File: src/core/csw_pkg.sv
// constants, field layout and types shared by the status word unit
package csw_pkg;

    ////////////////////////////////////////////////////////////////////////
    // low byte: arithmetic status flags
    localparam int CSW_C_BIT  = 7;
    localparam int CSW_AC_BIT = 6;
    localparam int CSW_V_BIT  = 2;
    localparam int CSW_N_BIT  = 1;
    localparam int CSW_Z_BIT  = 0;

    // implemented low bits; the rest are reserved and read as zero
    localparam logic [7:0] CSW_LOW_IMPL_MASK = 8'hC7;

    ////////////////////////////////////////////////////////////////////////
    // high byte: operating mode fields
    localparam int CSW_SM_BIT    = 7;
    localparam int CSW_TM_BIT    = 6;
    localparam int CSW_RS_HI_BIT = 5;
    localparam int CSW_RS_LO_BIT = 4;
    localparam int CSW_IM_MSB    = 3;
    localparam int CSW_IM_LSB    = 0;

    localparam logic [7:0] CSW_HIGH_IMPL_MASK = 8'hFF;
    // bits that user mode code may change
    localparam logic [7:0] CSW_HIGH_USER_MASK = 8'h30;

    ////////////////////////////////////////////////////////////////////////
    // values held while reset is asserted
    localparam logic [7:0] CSW_LOW_RST  = 8'h00;
    localparam logic [7:0] CSW_HIGH_RST = 8'h00;

    localparam int         CSW_PRIO_W   = 4;
    localparam int         CSW_BANKS    = 4;

    ////////////////////////////////////////////////////////////////////////
    // flag update class of the instruction that completes
    typedef enum logic [3:0] {
        CSW_OP_NONE  = 4'h0,
        CSW_OP_ADD   = 4'h1,
        CSW_OP_ADDC  = 4'h2,
        CSW_OP_SUB   = 4'h3,
        CSW_OP_SUBB  = 4'h4,
        CSW_OP_CMP   = 4'h5,
        CSW_OP_CJNE  = 4'h6,
        CSW_OP_NEG   = 4'h7,
        CSW_OP_DA    = 4'h8,
        CSW_OP_SHIFT = 4'h9,
        CSW_OP_MUL   = 4'hA,
        CSW_OP_DIV   = 4'hB,
        CSW_OP_MOVE  = 4'hC
    } csw_op_type;

endpackage

File: src/core/csw_int_gate.sv
// decides which pending interrupt may start against execution priority
`timescale 1ns/1ps

module csw_int_gate
    import csw_pkg::*;
#(
    parameter int PRIO_W = CSW_PRIO_W
)
(
    input  wire logic [PRIO_W-1:0] i_exec_prio,
    input  wire logic              i_evt_pend,
    input  wire logic [PRIO_W-1:0] i_evt_prio,
    input  wire logic              i_exc_pend,
    input  wire logic              i_nmi_pend,
    output logic                   o_evt_take,
    output logic                   o_exc_take,
    output logic                   o_nmi_take
);

    logic evt_above;

    // an event must beat the running priority; the top value blocks all
    assign evt_above  = i_evt_prio > i_exec_prio;

    // exceptions and nmi ignore the execution priority
    assign o_nmi_take = i_nmi_pend;
    assign o_exc_take = i_exc_pend & ~i_nmi_pend;
    assign o_evt_take = i_evt_pend & evt_above
                        & ~i_exc_pend & ~i_nmi_pend;

endmodule

File: src/core/csw_status_word.sv
// processor status word: flags, mode fields, privilege and priority
`timescale 1ns/1ps

// Operation
// - low status byte is readable and writable in user and system mode
// - high byte always readable; user writes change only bank select bits
// - carry takes carry out of the top bit for add, compare, subtract
// - shifts and rotates through carry pass the moved bit via carry
// - every multiply and divide clears carry
// - nibble carry takes low nibble carry for add, compare, subtract
// - overflow set on signed overflow of add, compare, negate, subtract
// - divide sets overflow when quotient too wide or divisor zero
// - multiply sets overflow when product exceeds source operand width
// - negative copies result sign; push, pop, extend, lea, xch keep it
// - zero set on zero result; push, pop, extend, lea, xch keep it
// - privilege bit set grants system mode, clear means user mode
// - single step trace runs only while trace bit is one
// - bank select bits pick one of four register banks
// - priority field gates event interrupts; 0 admits event priority 1 and up, 15 blocks all
// - exceptions and nmi are serviced even at top priority
// - explicit status write wins and suppresses that instruction's flags
// - write to high byte leaves low byte fully unchanged
// - after reset the word is loaded from the reset vector
module csw_status_word
    import csw_pkg::*;
(
    input  wire logic                   i_clk,
    input  wire logic                   i_rst,
    input  wire logic                   i_vec_valid,
    input  wire logic [15:0]            i_vec_word,
    input  wire logic                   i_sfr_wr_low,
    input  wire logic                   i_sfr_wr_high,
    input  wire logic [7:0]             i_sfr_wdata,
    input  wire logic                   i_alu_valid,
    input  wire csw_op_type             i_alu_op,
    input  wire logic                   i_alu_word,
    input  wire logic [15:0]            i_alu_a,
    input  wire logic [15:0]            i_alu_b,
    input  wire logic [15:0]            i_ext_result,
    input  wire logic                   i_ext_carry,
    input  wire logic                   i_div_zero,
    input  wire logic                   i_quot_ovf,
    input  wire logic                   i_mul_wide,
    input  wire logic                   i_instr_done,
    input  wire logic                   i_evt_pend,
    input  wire logic [CSW_PRIO_W-1:0]  i_evt_prio,
    input  wire logic                   i_exc_pend,
    input  wire logic                   i_nmi_pend,
    output logic      [7:0]             o_status_flags_low,
    output logic      [7:0]             o_operating_mode_high,
    output logic      [15:0]            o_alu_result,
    output logic                        o_word_loaded,
    output logic                        o_system_mode,
    output logic                        o_trace_enable,
    output logic                        o_trace_trap,
    output logic                        o_priv_denied,
    output logic      [1:0]             o_bank_select,
    output logic      [CSW_BANKS-1:0]   o_bank_enable,
    output logic                        o_evt_take,
    output logic                        o_exc_take,
    output logic                        o_nmi_take
);

    ////////////////////////////////////////////////////////////////////////
    // adder shared by add, subtract, compare and negate
    // returns {carry, nibble carry, overflow, result}
    function automatic logic [18:0] add_fn(
        input logic [15:0] a,
        input logic [15:0] b,
        input logic        cin,
        input logic        wrd
    );
        logic [16:0] s16;
        logic [8:0]  s8;
        logic [4:0]  nib;
        logic        c;
        logic        v;
        logic [15:0] r;
        begin
            nib = {1'b0, a[3:0]} + {1'b0, b[3:0]} + {4'h0, cin};
            s16 = {1'b0, a} + {1'b0, b} + {16'h0000, cin};
            s8  = {1'b0, a[7:0]} + {1'b0, b[7:0]} + {8'h00, cin};
            if (wrd) begin
                c = s16[16];
                v = (a[15] == b[15]) && (s16[15] != a[15]);
                r = s16[15:0];
            end else begin
                c = s8[8];
                v = (a[7] == b[7]) && (s8[7] != a[7]);
                r = {8'h00, s8[7:0]};
            end
            add_fn = {c, nib[4], v, r};
        end
    endfunction

    // sign bit of a byte or word value
    function automatic logic sign_fn(
        input logic [15:0] val,
        input logic        wrd
    );
        sign_fn = wrd ? val[15] : val[7];
    endfunction

    // zero test of a byte or word value
    function automatic logic zero_fn(
        input logic [15:0] val,
        input logic        wrd
    );
        zero_fn = wrd ? (val == 16'h0000) : (val[7:0] == 8'h00);
    endfunction

    ////////////////////////////////////////////////////////////////////////
    logic [7:0]  flags_low_r;
    logic [7:0]  mode_high_r;
    logic [15:0] alu_result_r;
    logic        loaded_r;
    logic        trace_trap_r;
    logic        priv_denied_r;

    logic [7:0]  upd_mask;
    logic [7:0]  upd_val;
    logic [15:0] res_val;
    logic [15:0] add_a;
    logic [15:0] add_b;
    logic        add_cin;
    logic        add_inv;
    logic [18:0] add_out;
    logic        c_out;
    logic        ac_out;

    logic [7:0]  low_next;
    logic [7:0]  high_next;
    logic [7:0]  high_wr_mask;
    logic        low_denied;
    logic        high_denied;
    logic        sys_mode;
    logic        explicit_wr;
    logic        alu_upd;

    assign sys_mode    = mode_high_r[CSW_SM_BIT];
    assign explicit_wr = i_sfr_wr_low | i_sfr_wr_high;
    // an explicit write to either byte drops all flag updates
    assign alu_upd     = i_alu_valid & loaded_r & ~explicit_wr;

    ////////////////////////////////////////////////////////////////////////
    // operand steering for the shared adder
    always_comb begin
        add_a   = i_alu_a;
        add_b   = i_alu_b;
        add_cin = 1'b0;
        add_inv = 1'b0;
        case (i_alu_op)
            CSW_OP_ADDC: begin
                add_cin = flags_low_r[CSW_C_BIT];
            end
            CSW_OP_SUB, CSW_OP_CMP, CSW_OP_CJNE: begin
                add_b   = ~i_alu_b;
                add_cin = 1'b1;
                add_inv = 1'b1;
            end
            CSW_OP_SUBB: begin
                add_b   = ~i_alu_b;
                add_cin = ~flags_low_r[CSW_C_BIT];
                add_inv = 1'b1;
            end
            CSW_OP_NEG: begin
                add_a   = 16'h0000;
                add_b   = ~i_alu_a;
                add_cin = 1'b1;
                add_inv = 1'b1;
            end
            default: begin
                add_a   = i_alu_a;
            end
        endcase
    end

    assign add_out = add_fn(add_a, add_b, add_cin, i_alu_word);
    // subtracts report borrow, so the raw carries are turned round
    assign c_out   = add_out[18] ^ add_inv;
    assign ac_out  = add_out[17] ^ add_inv;

    ////////////////////////////////////////////////////////////////////////
    // which flags the completing instruction updates, and to what
    always_comb begin
        upd_mask = 8'h00;
        upd_val  = 8'h00;
        res_val  = i_ext_result;
        case (i_alu_op)
            CSW_OP_ADD, CSW_OP_ADDC, CSW_OP_SUB, CSW_OP_SUBB,
            CSW_OP_CMP: begin
                res_val = add_out[15:0];
                upd_mask[CSW_C_BIT]  = 1'b1;
                upd_val[CSW_C_BIT]   = c_out;
                upd_mask[CSW_AC_BIT] = 1'b1;
                upd_val[CSW_AC_BIT]  = ac_out;
                upd_mask[CSW_V_BIT]  = 1'b1;
                upd_val[CSW_V_BIT]   = add_out[16];
            end
            CSW_OP_CJNE: begin
                res_val = add_out[15:0];
                upd_mask[CSW_C_BIT]  = 1'b1;
                upd_val[CSW_C_BIT]   = c_out;
            end
            CSW_OP_NEG: begin
                res_val = add_out[15:0];
                upd_mask[CSW_V_BIT]  = 1'b1;
                upd_val[CSW_V_BIT]   = add_out[16];
            end
            CSW_OP_DA: begin
                upd_mask[CSW_C_BIT]  = 1'b1;
                upd_val[CSW_C_BIT]   = i_ext_carry;
            end
            CSW_OP_SHIFT: begin
                // the bit shifted out lands in carry
                upd_mask[CSW_C_BIT]  = 1'b1;
                upd_val[CSW_C_BIT]   = i_ext_carry;
            end
            CSW_OP_MUL: begin
                upd_mask[CSW_C_BIT]  = 1'b1;
                upd_val[CSW_C_BIT]   = 1'b0;
                upd_mask[CSW_V_BIT]  = 1'b1;
                upd_val[CSW_V_BIT]   = i_mul_wide;
            end
            CSW_OP_DIV: begin
                upd_mask[CSW_C_BIT]  = 1'b1;
                upd_val[CSW_C_BIT]   = 1'b0;
                upd_mask[CSW_V_BIT]  = 1'b1;
                upd_val[CSW_V_BIT]   = i_quot_ovf | i_div_zero;
            end
            CSW_OP_MOVE: begin
                res_val = i_ext_result;
            end
            default: begin
                // push, pop, sign extend, lea, xch keep every flag
                res_val = i_ext_result;
            end
        endcase
        if (i_alu_op != CSW_OP_NONE) begin
            upd_mask[CSW_N_BIT] = 1'b1;
            upd_val[CSW_N_BIT]  = sign_fn(res_val, i_alu_word);
            upd_mask[CSW_Z_BIT] = 1'b1;
            upd_val[CSW_Z_BIT]  = zero_fn(res_val, i_alu_word);
        end
    end

    ////////////////////////////////////////////////////////////////////////
    // privilege filtering of explicit writes
    assign high_wr_mask = sys_mode ? CSW_HIGH_IMPL_MASK
                                   : CSW_HIGH_USER_MASK;

    csw_wr_filter u_low_filter (
        .i_cur       (flags_low_r),
        .i_wdata     (i_sfr_wdata),
        .i_wr_mask   (CSW_LOW_IMPL_MASK),
        .i_impl_mask (CSW_LOW_IMPL_MASK),
        .o_next      (low_next),
        .o_denied    (low_denied)
    );

    csw_wr_filter u_high_filter (
        .i_cur       (mode_high_r),
        .i_wdata     (i_sfr_wdata),
        .i_wr_mask   (high_wr_mask),
        .i_impl_mask (CSW_HIGH_IMPL_MASK),
        .o_next      (high_next),
        .o_denied    (high_denied)
    );

    ////////////////////////////////////////////////////////////////////////
    // reset vector load
    always_ff @(posedge i_clk) begin
        if (i_rst) begin
            loaded_r <= 1'b0;
        end else if (i_vec_valid) begin
            loaded_r <= 1'b1;
        end
    end

    ////////////////////////////////////////////////////////////////////////
    // low byte: vector load, then explicit write, then flag update
    always_ff @(posedge i_clk) begin
        if (i_rst) begin
            flags_low_r <= CSW_LOW_RST;
        end else if (i_vec_valid && !loaded_r) begin
            flags_low_r <= i_vec_word[7:0] & CSW_LOW_IMPL_MASK;
        end else if (loaded_r && i_sfr_wr_low) begin
            flags_low_r <= low_next;
        end else if (alu_upd) begin
            // a high byte write alone clears alu_upd and never lands here
            flags_low_r <= (flags_low_r & ~upd_mask)
                           | (upd_val & upd_mask);
        end
    end

    ////////////////////////////////////////////////////////////////////////
    // high byte: vector load and privilege-filtered explicit writes only
    always_ff @(posedge i_clk) begin
        if (i_rst) begin
            mode_high_r <= CSW_HIGH_RST;
        end else if (i_vec_valid && !loaded_r) begin
            mode_high_r <= i_vec_word[15:8];
        end else if (loaded_r && i_sfr_wr_high) begin
            mode_high_r <= high_next;
        end
    end

    always_ff @(posedge i_clk) begin
        if (i_rst) begin
            priv_denied_r <= 1'b0;
        end else begin
            priv_denied_r <= loaded_r & i_sfr_wr_high
                             & high_denied;
        end
    end

    ////////////////////////////////////////////////////////////////////////
    // result capture and single step trap
    always_ff @(posedge i_clk) begin
        if (i_rst) begin
            alu_result_r <= 16'h0000;
        end else if (i_alu_valid && loaded_r) begin
            alu_result_r <= i_alu_word ? res_val
                                       : {8'h00, res_val[7:0]};
        end
    end

    always_ff @(posedge i_clk) begin
        if (i_rst) begin
            trace_trap_r <= 1'b0;
        end else begin
            trace_trap_r <= i_instr_done & loaded_r
                            & mode_high_r[CSW_TM_BIT];
        end
    end

    ////////////////////////////////////////////////////////////////////////
    // interrupt gating against execution priority
    csw_int_gate #(
        .PRIO_W (CSW_PRIO_W)
    ) u_int_gate (
        .i_exec_prio (mode_high_r[CSW_IM_MSB:CSW_IM_LSB]),
        .i_evt_pend  (i_evt_pend & loaded_r),
        .i_evt_prio  (i_evt_prio),
        .i_exc_pend  (i_exc_pend),
        .i_nmi_pend  (i_nmi_pend),
        .o_evt_take  (o_evt_take),
        .o_exc_take  (o_exc_take),
        .o_nmi_take  (o_nmi_take)
    );

    ////////////////////////////////////////////////////////////////////////
    assign o_status_flags_low    = flags_low_r;
    assign o_operating_mode_high = mode_high_r;
    assign o_alu_result          = alu_result_r;
    assign o_word_loaded         = loaded_r;
    assign o_system_mode         = sys_mode;
    assign o_trace_enable        = mode_high_r[CSW_TM_BIT];
    assign o_trace_trap          = trace_trap_r;
    assign o_priv_denied         = priv_denied_r;
    assign o_bank_select         = {mode_high_r[CSW_RS_HI_BIT],
                                    mode_high_r[CSW_RS_LO_BIT]};

    // exactly one bank is reachable at a time
    always_comb begin
        o_bank_enable                = '0;
        o_bank_enable[o_bank_select] = 1'b1;
    end

    // low_denied is always zero: all implemented low bits are writable at any level
    logic unused_low_denied;
    assign unused_low_denied = low_denied;

endmodule

File: src/core/csw_wr_filter.sv
// merges a written byte into a status byte under a writable-bit mask
`timescale 1ns/1ps

module csw_wr_filter
    import csw_pkg::*;
(
    input  wire logic [7:0] i_cur,
    input  wire logic [7:0] i_wdata,
    input  wire logic [7:0] i_wr_mask,
    input  wire logic [7:0] i_impl_mask,
    output logic      [7:0] o_next,
    output logic            o_denied
);

    logic [7:0] keep_mask;
    logic [7:0] blocked;

    // implemented bits outside the writable mask keep their value
    assign keep_mask = i_impl_mask & ~i_wr_mask;
    assign o_next    = ((i_cur & keep_mask)
                       | (i_wdata & i_wr_mask)) & i_impl_mask;

    // an attempt to change a protected bit is reported
    assign blocked   = (i_wdata ^ i_cur) & keep_mask;
    assign o_denied  = |blocked;

endmodule

File: config.mk
export PLATFORM = sky130hd
export DESIGN_NAME = csw_status_word
export DESIGN_NICKNAME = d
export VERILOG_FILES = /design/src/core/csw_pkg.sv /design/src/core/csw_int_gate.sv /design/src/core/csw_status_word.sv /design/src/core/csw_wr_filter.sv
export SDC_FILE = /design/constraint.sdc
export NUM_CORES = 1
export LEC_CHECK = 0
export ABC_AREA = 1
export BUFFER_PORTS_ARGS = -buffer_cell sky130_fd_sc_hd__buf_2
export CORE_MARGIN = 2
export CORE_UTILIZATION = 50
export DETAILED_ROUTE_END_ITERATION = 10
export PLACE_DENSITY = 0.84
export SLEW_MARGIN = 40
export SYNTH_ARGS = -nofsm -noshare
export SYNTH_HDL_FRONTEND = slang
export SYNTH_HIERARCHICAL = 1
export SYNTH_SLANG_ARGS = --single-unit
File: constraint.sdc
create_clock -name i_clk -period 4.5 [get_ports i_clk]
set_input_delay 1.125 -clock i_clk [delete_from_list [all_inputs] [get_ports i_clk]]
set_output_delay 1.125 -clock i_clk [all_outputs]
set_load 0.02 [all_outputs]
==> impl_metrics.yaml, run 1 <==
logic_synthesis:
  syn_avg_cell_area_um2: 5.51
  ys_warn_count: 6
  synth_cells: 729
  syn_area_mm2: 0.00402
global_routing:
  grt_usage_pct: 25.9
  grt_overflow: 0
  grt_first_pass_wirelength_um: 18600
  grt_max_degree: 31
  antenna_found_initial: 0
  grt_pass1_vias: 4407
final_layout:
  stdcell_count: 1003
  diodes: 0
  area_growth_pct: 24.2
  fill_cells: 773
  layout-drive-gt1-share_pct: 20.8
  layout.nets: 1017
sta:
  setup_tns_ns: 0
  max_freq_mhz: 245
  post-route-period-util_pct: 90.7
  slew_headroom_pct: 54.1
  hold_violations: 0
  tightest_slew_ns: 0.687
  maxSlewViolCount: 0
  setup_violations: 0
  fin_skew_ns: 0.00509
  rsz0062_at_grt: "false"
  post-route-min-period_ns: 4.08
power:
  peakVddDrop_v: 0.000142
  totalPowerFinal_mw: 1.14
  p_leak_nw: 2.98
  powerDensity_mw_per_mm2: 228
cts:
  cts_sinks: 35
  htreeDepth: 2
  cts_buffer_depth: 2
  cts_tree: "yes"
  cts_setup_buffers: 0
  cts_resized: 0
  cts_hold_buffers: 0
  cts_buffers: 5
  cts-root-buf: "clkbuf_8"
  clkTransAtPathRegs_ns: 0.08
  clk-insertion-delay-late_ns: 0.30
detailed_routing:
  ant_nets: 0
  wl_per_cell_um: 11.2
  vias: 4807
  first_iter_violations: 240
  first_pass_iters: 4
  vias_per_cell: 4.79
  wl_um: 11200
  drc: 0
worst_setup_path:
  crit_type: "input port to register"
  critPathRequiredTime_ns: 4.73
  crit_arrival_ns: 4.31
  path_max_fanout: 19
  endpoint_kind: "register"
  cp-start-kind: "input port"
placed_design:
  portBuffers: 137
  gp_congestion: 0.926
  placedCellCount: 995
  hpwl_um: 8990
worst_hold_path:
  min_path_type: "register to register"
die:
  dieArea_mm2: 0.00877
  die_y_um: 93.7
  die_w_um: 93.7
  rows: 32
  io_pins: 141
  start_util_pct: 51.7
  core-area_mm2: 0.00777
flow_run:
  drv_cap: 0
run_status:
  status: "finished clean"
[routing by layer]
metal / GRT usage, % / part of all wire [%] / routed length, µm
met5: 0 / 0 / 0
met4: 5.68 / 1.7 / 191
met3: 4.57 / 7.2 / 801
met2: 46.3 / 47 / 5230
met1: 32.5 / 44 / 4970
[worst max-delay path: stages]
cell and delay, ns:
buf_2 0.12, nand2_1 0.17, nor2_1 0.09, inv_1 0.06, nand2_1 0.10, nor2_4 0.39, a21oi_1 0.17, fa_1 0.40
inv_1 0.11, fa_1 0.24, nand2_2 0.09, nand2_1 0.08, nand3_1 0.06, nand2_1 0.14, nand2_1 0.10, nand2_1 0.06
nand2_1 0.04, nand3_1 0.06, nand2_1 0.08, nor2_1 0.12, nand2_1 0.07, o21bai_1 0.17, nand2_1 0.07, nand2_1 0.06
nand2_1 0.05, a21oi_2 0.10
[report_power, final]
part | internal [mW] | leakage (nW) | switching (mW)
logic | 0.204 | 2.65 | 0.345
clock network | 0.111 | 0.0408 | 0.128
registers | 0.328 | 0.287 | 0.0236
total | 0.643 | 2.98 | 0.497
[worst paths after layout]
| path | from | slack [ns] | depth (start not counted) | endpoint |
|---|---|---|---|---|
| worst max register to register | register | 1.54 | 20 | register |
| worst min register to register | o_alu_result[9] | 0.47 | 2 | o_alu_result[9] |
| worst min-delay path | o_alu_result[9] | 0.47 | 2 | o_alu_result[9] |
| worst max-delay path | i_alu_op[0] | 0.42 | 26 | register |
[placed cells by master (no fill, tap or decap), types with 20 or more instances in the layout]
master,n
a21oi_1,53
buf_2,137
conb_1,46
dfxtp_1,35
ha_1,20
inv_1,129
nand2_1,229
nand3_1,34
nor2_1,70
o211ai_1,23
o21ai_0,34
[layout make-up]
cell class	instances	area, µm²	share of cell area [%]
clock buffers	5	68.8	1.38
flip-flops and latches	35	701	14.0
inverters	143	537	10.8
multi-input cells	575	2830	56.6
clock inverters	3	23.8	0.476
well taps	102	128	2.56
repair buffers	140	708	14.2
[stage by stage]
| stage | instance area [µm²] | setup slack [ns] | util, % | hold WS [ns] |
|---|---|---|---|---|
| after CTS | 4990 | 0.456 | 64.3 | 0.476 |
| after detailed placement | 4900 | 0.138 | 63.1 | 0.459 |
| after global placement | 4900 | 0.226 | 63.1 | 0.458 |
| after floorplan | 4180 | 0.585 | - | 0.542 |
| after global routing | 4990 | 0.104 | 64.3 | 0.494 |
| final | 4990 | 0.416 | 64.3 | 0.472 |
Note: power is estimated with default switching activity, not from simulation.
==> run 2, diff against run 1 <==
--- a/config.mk
+++ b/config.mk
@@ -6,11 +6,12 @@
 export NUM_CORES = 1
 export LEC_CHECK = 0
 export ABC_AREA = 1
+export ABC_CLOCK_PERIOD_IN_PS = 3780
 export BUFFER_PORTS_ARGS = -buffer_cell sky130_fd_sc_hd__buf_2
 export CORE_MARGIN = 2
-export CORE_UTILIZATION = 50
+export CORE_UTILIZATION = 52
 export DETAILED_ROUTE_END_ITERATION = 10
-export PLACE_DENSITY = 0.84
+export PLACE_DENSITY = 0.87
 export SLEW_MARGIN = 40
 export SYNTH_ARGS = -nofsm -noshare
 export SYNTH_HDL_FRONTEND = slang
==> constraint.sdc (replaced) <==
create_clock -name i_clk -period 3.78 [get_ports i_clk]
set_input_delay 0.945 -clock i_clk [delete_from_list [all_inputs] [get_ports i_clk]]
set_output_delay 0.945 -clock i_clk [all_outputs]
set_load 0.02 [all_outputs]
==> run 2 against run 1 <==
  * Worst setup slack got worse by 0.21 ns
  * Critical path depth decreased by 4
  * Non-clock buffer count increased by 40
  * Sequential power increased by 19%
  * Worst hold slack got worse by 0.0085 ns
  * Die area decreased by 3.7%
  * Power increased by 27%
==> impl_metrics.yaml, run 2 (synthesized netlist as in run 1, its figures left out) <==
power:
  swShare_pct: 41.7
  powerDensity_mw_per_mm2: 270
  clkPwrFrac_pct: 19.3
  netSwitchingPower_mw: 0.604
  share_comb_of_total_power_pct: 51.7
  peakVddDrop_v: 0.000197
  pwr-share-seq_pct: 28.9
  p_leak_nw: 3.19
  p_int_mw: 0.844
global_routing:
  grt_pass1_vias: 4488
  antenna_found_initial: 0
  grt_usage_pct: 26.8
  grt_overflow: 0
  grt_first_pass_wirelength_um: 18700
  grt_max_degree: 31
final_layout:
  fin_util_pct: 70.6
  final_cell_mix: "222 x nand2_1, 137 x buf_2, 127 x inv_1, 63 x nor2_1, 50 x a21oi_1"
  stdcell_count: 1042
  fill_cells: 720
  layout-drive-gt1-share_pct: 26.6
  diodes: 0
  layout.nets: 1057
  multi_input_area_mm2: 0.00290
  area_growth_pct: 33.6
  layout_commonest_cell: "nand2_1"
  seq_area_um2: 701
cts:
  cts_buffer_depth: 2
  htreeDepth: 2
  clkTransAtPathRegs_ns: 0.07
  cts-root-buf: "clkbuf_8"
  cts_buffers: 5
  cts_sinks: 35
  clk-insertion-delay-late_ns: 0.29
  cts_tree: "yes"
detailed_routing:
  wl_um: 11500
  drc: 0
  wl_per_cell_um: 11.0
  vias: 5030
  ant_nets: 0
  first_iter_violations: 237
  first_pass_iters: 5
  vias_per_cell: 4.83
die:
  io_pins: 141
  rows: 32
  die_y_um: 91.9
  die_w_um: 91.9
  dieArea_mm2: 0.00845
  start_util_pct: 52.8
  core-area_mm2: 0.00761
sta:
  max_freq_mhz: 280
  post-route-period-util_pct: 94.6
  post-route-min-period_ns: 3.58
  hold_violations: 0
  tightest_slew_ns: 0.664
  maxSlewViolCount: 0
  setup_violations: 0
  fin_skew_ns: 0.00627
  slew_headroom_pct: 55.7
  setup_slack_ns: 0.203
worst_setup_path:
  path_max_fanout: 4
  critPathRequiredTime_ns: 4.01
  slowest_delay_ns: 0.39
  path_cells: "buf_2, inv_2, nor2_4, inv_2, nor2_4, buf_4, nor2_4, a21oi_2, fa_2, inv_2, fa_2, buf_4, buf_4, xnor2_1, o21ai_0, nor3_1, nand4_1, nor3_1, nand2_1, nand2_1, nand2_1, a21oi_2"
  crit_arrival_ns: 3.81
  cp-start-kind: "input port"
  cp_num_buf_inv: 7
  crit_type: "input port to register"
  crit_family: "simple AND/OR/NAND/NOR gates"
  endpoint_kind: "register"
  crit_path_top_delay_cell: "fa_2"
placed_design:
  placedCellCount: 1030
  gp_congestion: 0.979
  pre_cts_ws_ns: -0.150
  portBuffers: 137
  hpwl_um: 9220
worst_hold_path:
  min_path_type: "register to register"
run_status:
  status: "finished clean"
flow_run:
  drv_cap: 0
## run 2: changes by cell type in the layout (fill, tap and decap cells not counted), moves of 3 or more
cell     before  now
buf_4         3   42
nand2_1     229  222
nand2_2      10   17
nor2_1       70   63
nor2_2        7   12
a21oi_1      53   50
a21oi_2       3    6
## run 2: worst paths after layout
| path | from | cells past startpoint | slack (ns) | end |
|---|---|---|---|---|
| worst min-delay path | o_alu_result[9] | 2 | 0.46 | o_alu_result[9] |
| worst max register to register | register | 16 | 0.81 | register |
| worst max-delay path | i_alu_op[2] | 22 | 0.20 | register |
| worst min register to register | o_alu_result[9] | 2 | 0.46 | o_alu_result[9] |
## run 2: power by group through the flow
stage	Combinational (mW)	Clock (mW)	Sequential (mW)
3_3_place_gp	0.697	0	0.427
3_5_place_dp	0.708	0	0.427
2_1_floorplan	0.447	0	0.449
4_1_cts	0.711	0.284	0.419
6_report	0.749	0.280	0.419
5_1_grt	0.839	0.301	0.423
## run 2: final cells by class
type	instances	area share, %
clock buffer	6	1.54
clock inverter	1	0.0932
inverter	143	10.0
multi-input combinational	575	54.1
sequential	35	13.1
tap	102	2.38
timing repair buffer	180	18.9
## run 2: metal layers
layer,up-vias,track usage (%),part of all wire (%),wire [µm]
met5,-,0,0,0
met4,0,7.34,1.4,165
met3,19,5.26,7.1,821
met2,158,49.5,50,5790
met1,2196,31.3,41,4730
li1,2657,-,-,-
## run 2: worst min-delay path, delay by kind of cell, from the launching register on
family           cells  cell delay, ns
AO/OA/AOI/OAI        1            0.05
flip-flops           1            0.31
AND/OR/NAND/NOR      1            0.06
## run 2: repair_timing
item / 4_1_cts / 5_1_grt
gates resized for setup: 0 / 27
setup buffers: 0 / 5
hold buffers: 0 / 0
setup endpoints to repair: 0 / 4
## run 2: per-stage QoR
step           hold WS [ns]  cell area, µm²  setup TNS, ns  power [mW]
2_1_floorplan         0.542            4180              0       0.896
3_5_place_dp          0.457            5160         -0.257        1.13
4_1_cts               0.467            5250              0        1.41
3_3_place_gp          0.451            5160        -0.0406        1.12
5_1_grt               0.493            5370        -0.0157        1.56
6_report              0.464            5370              0        1.45
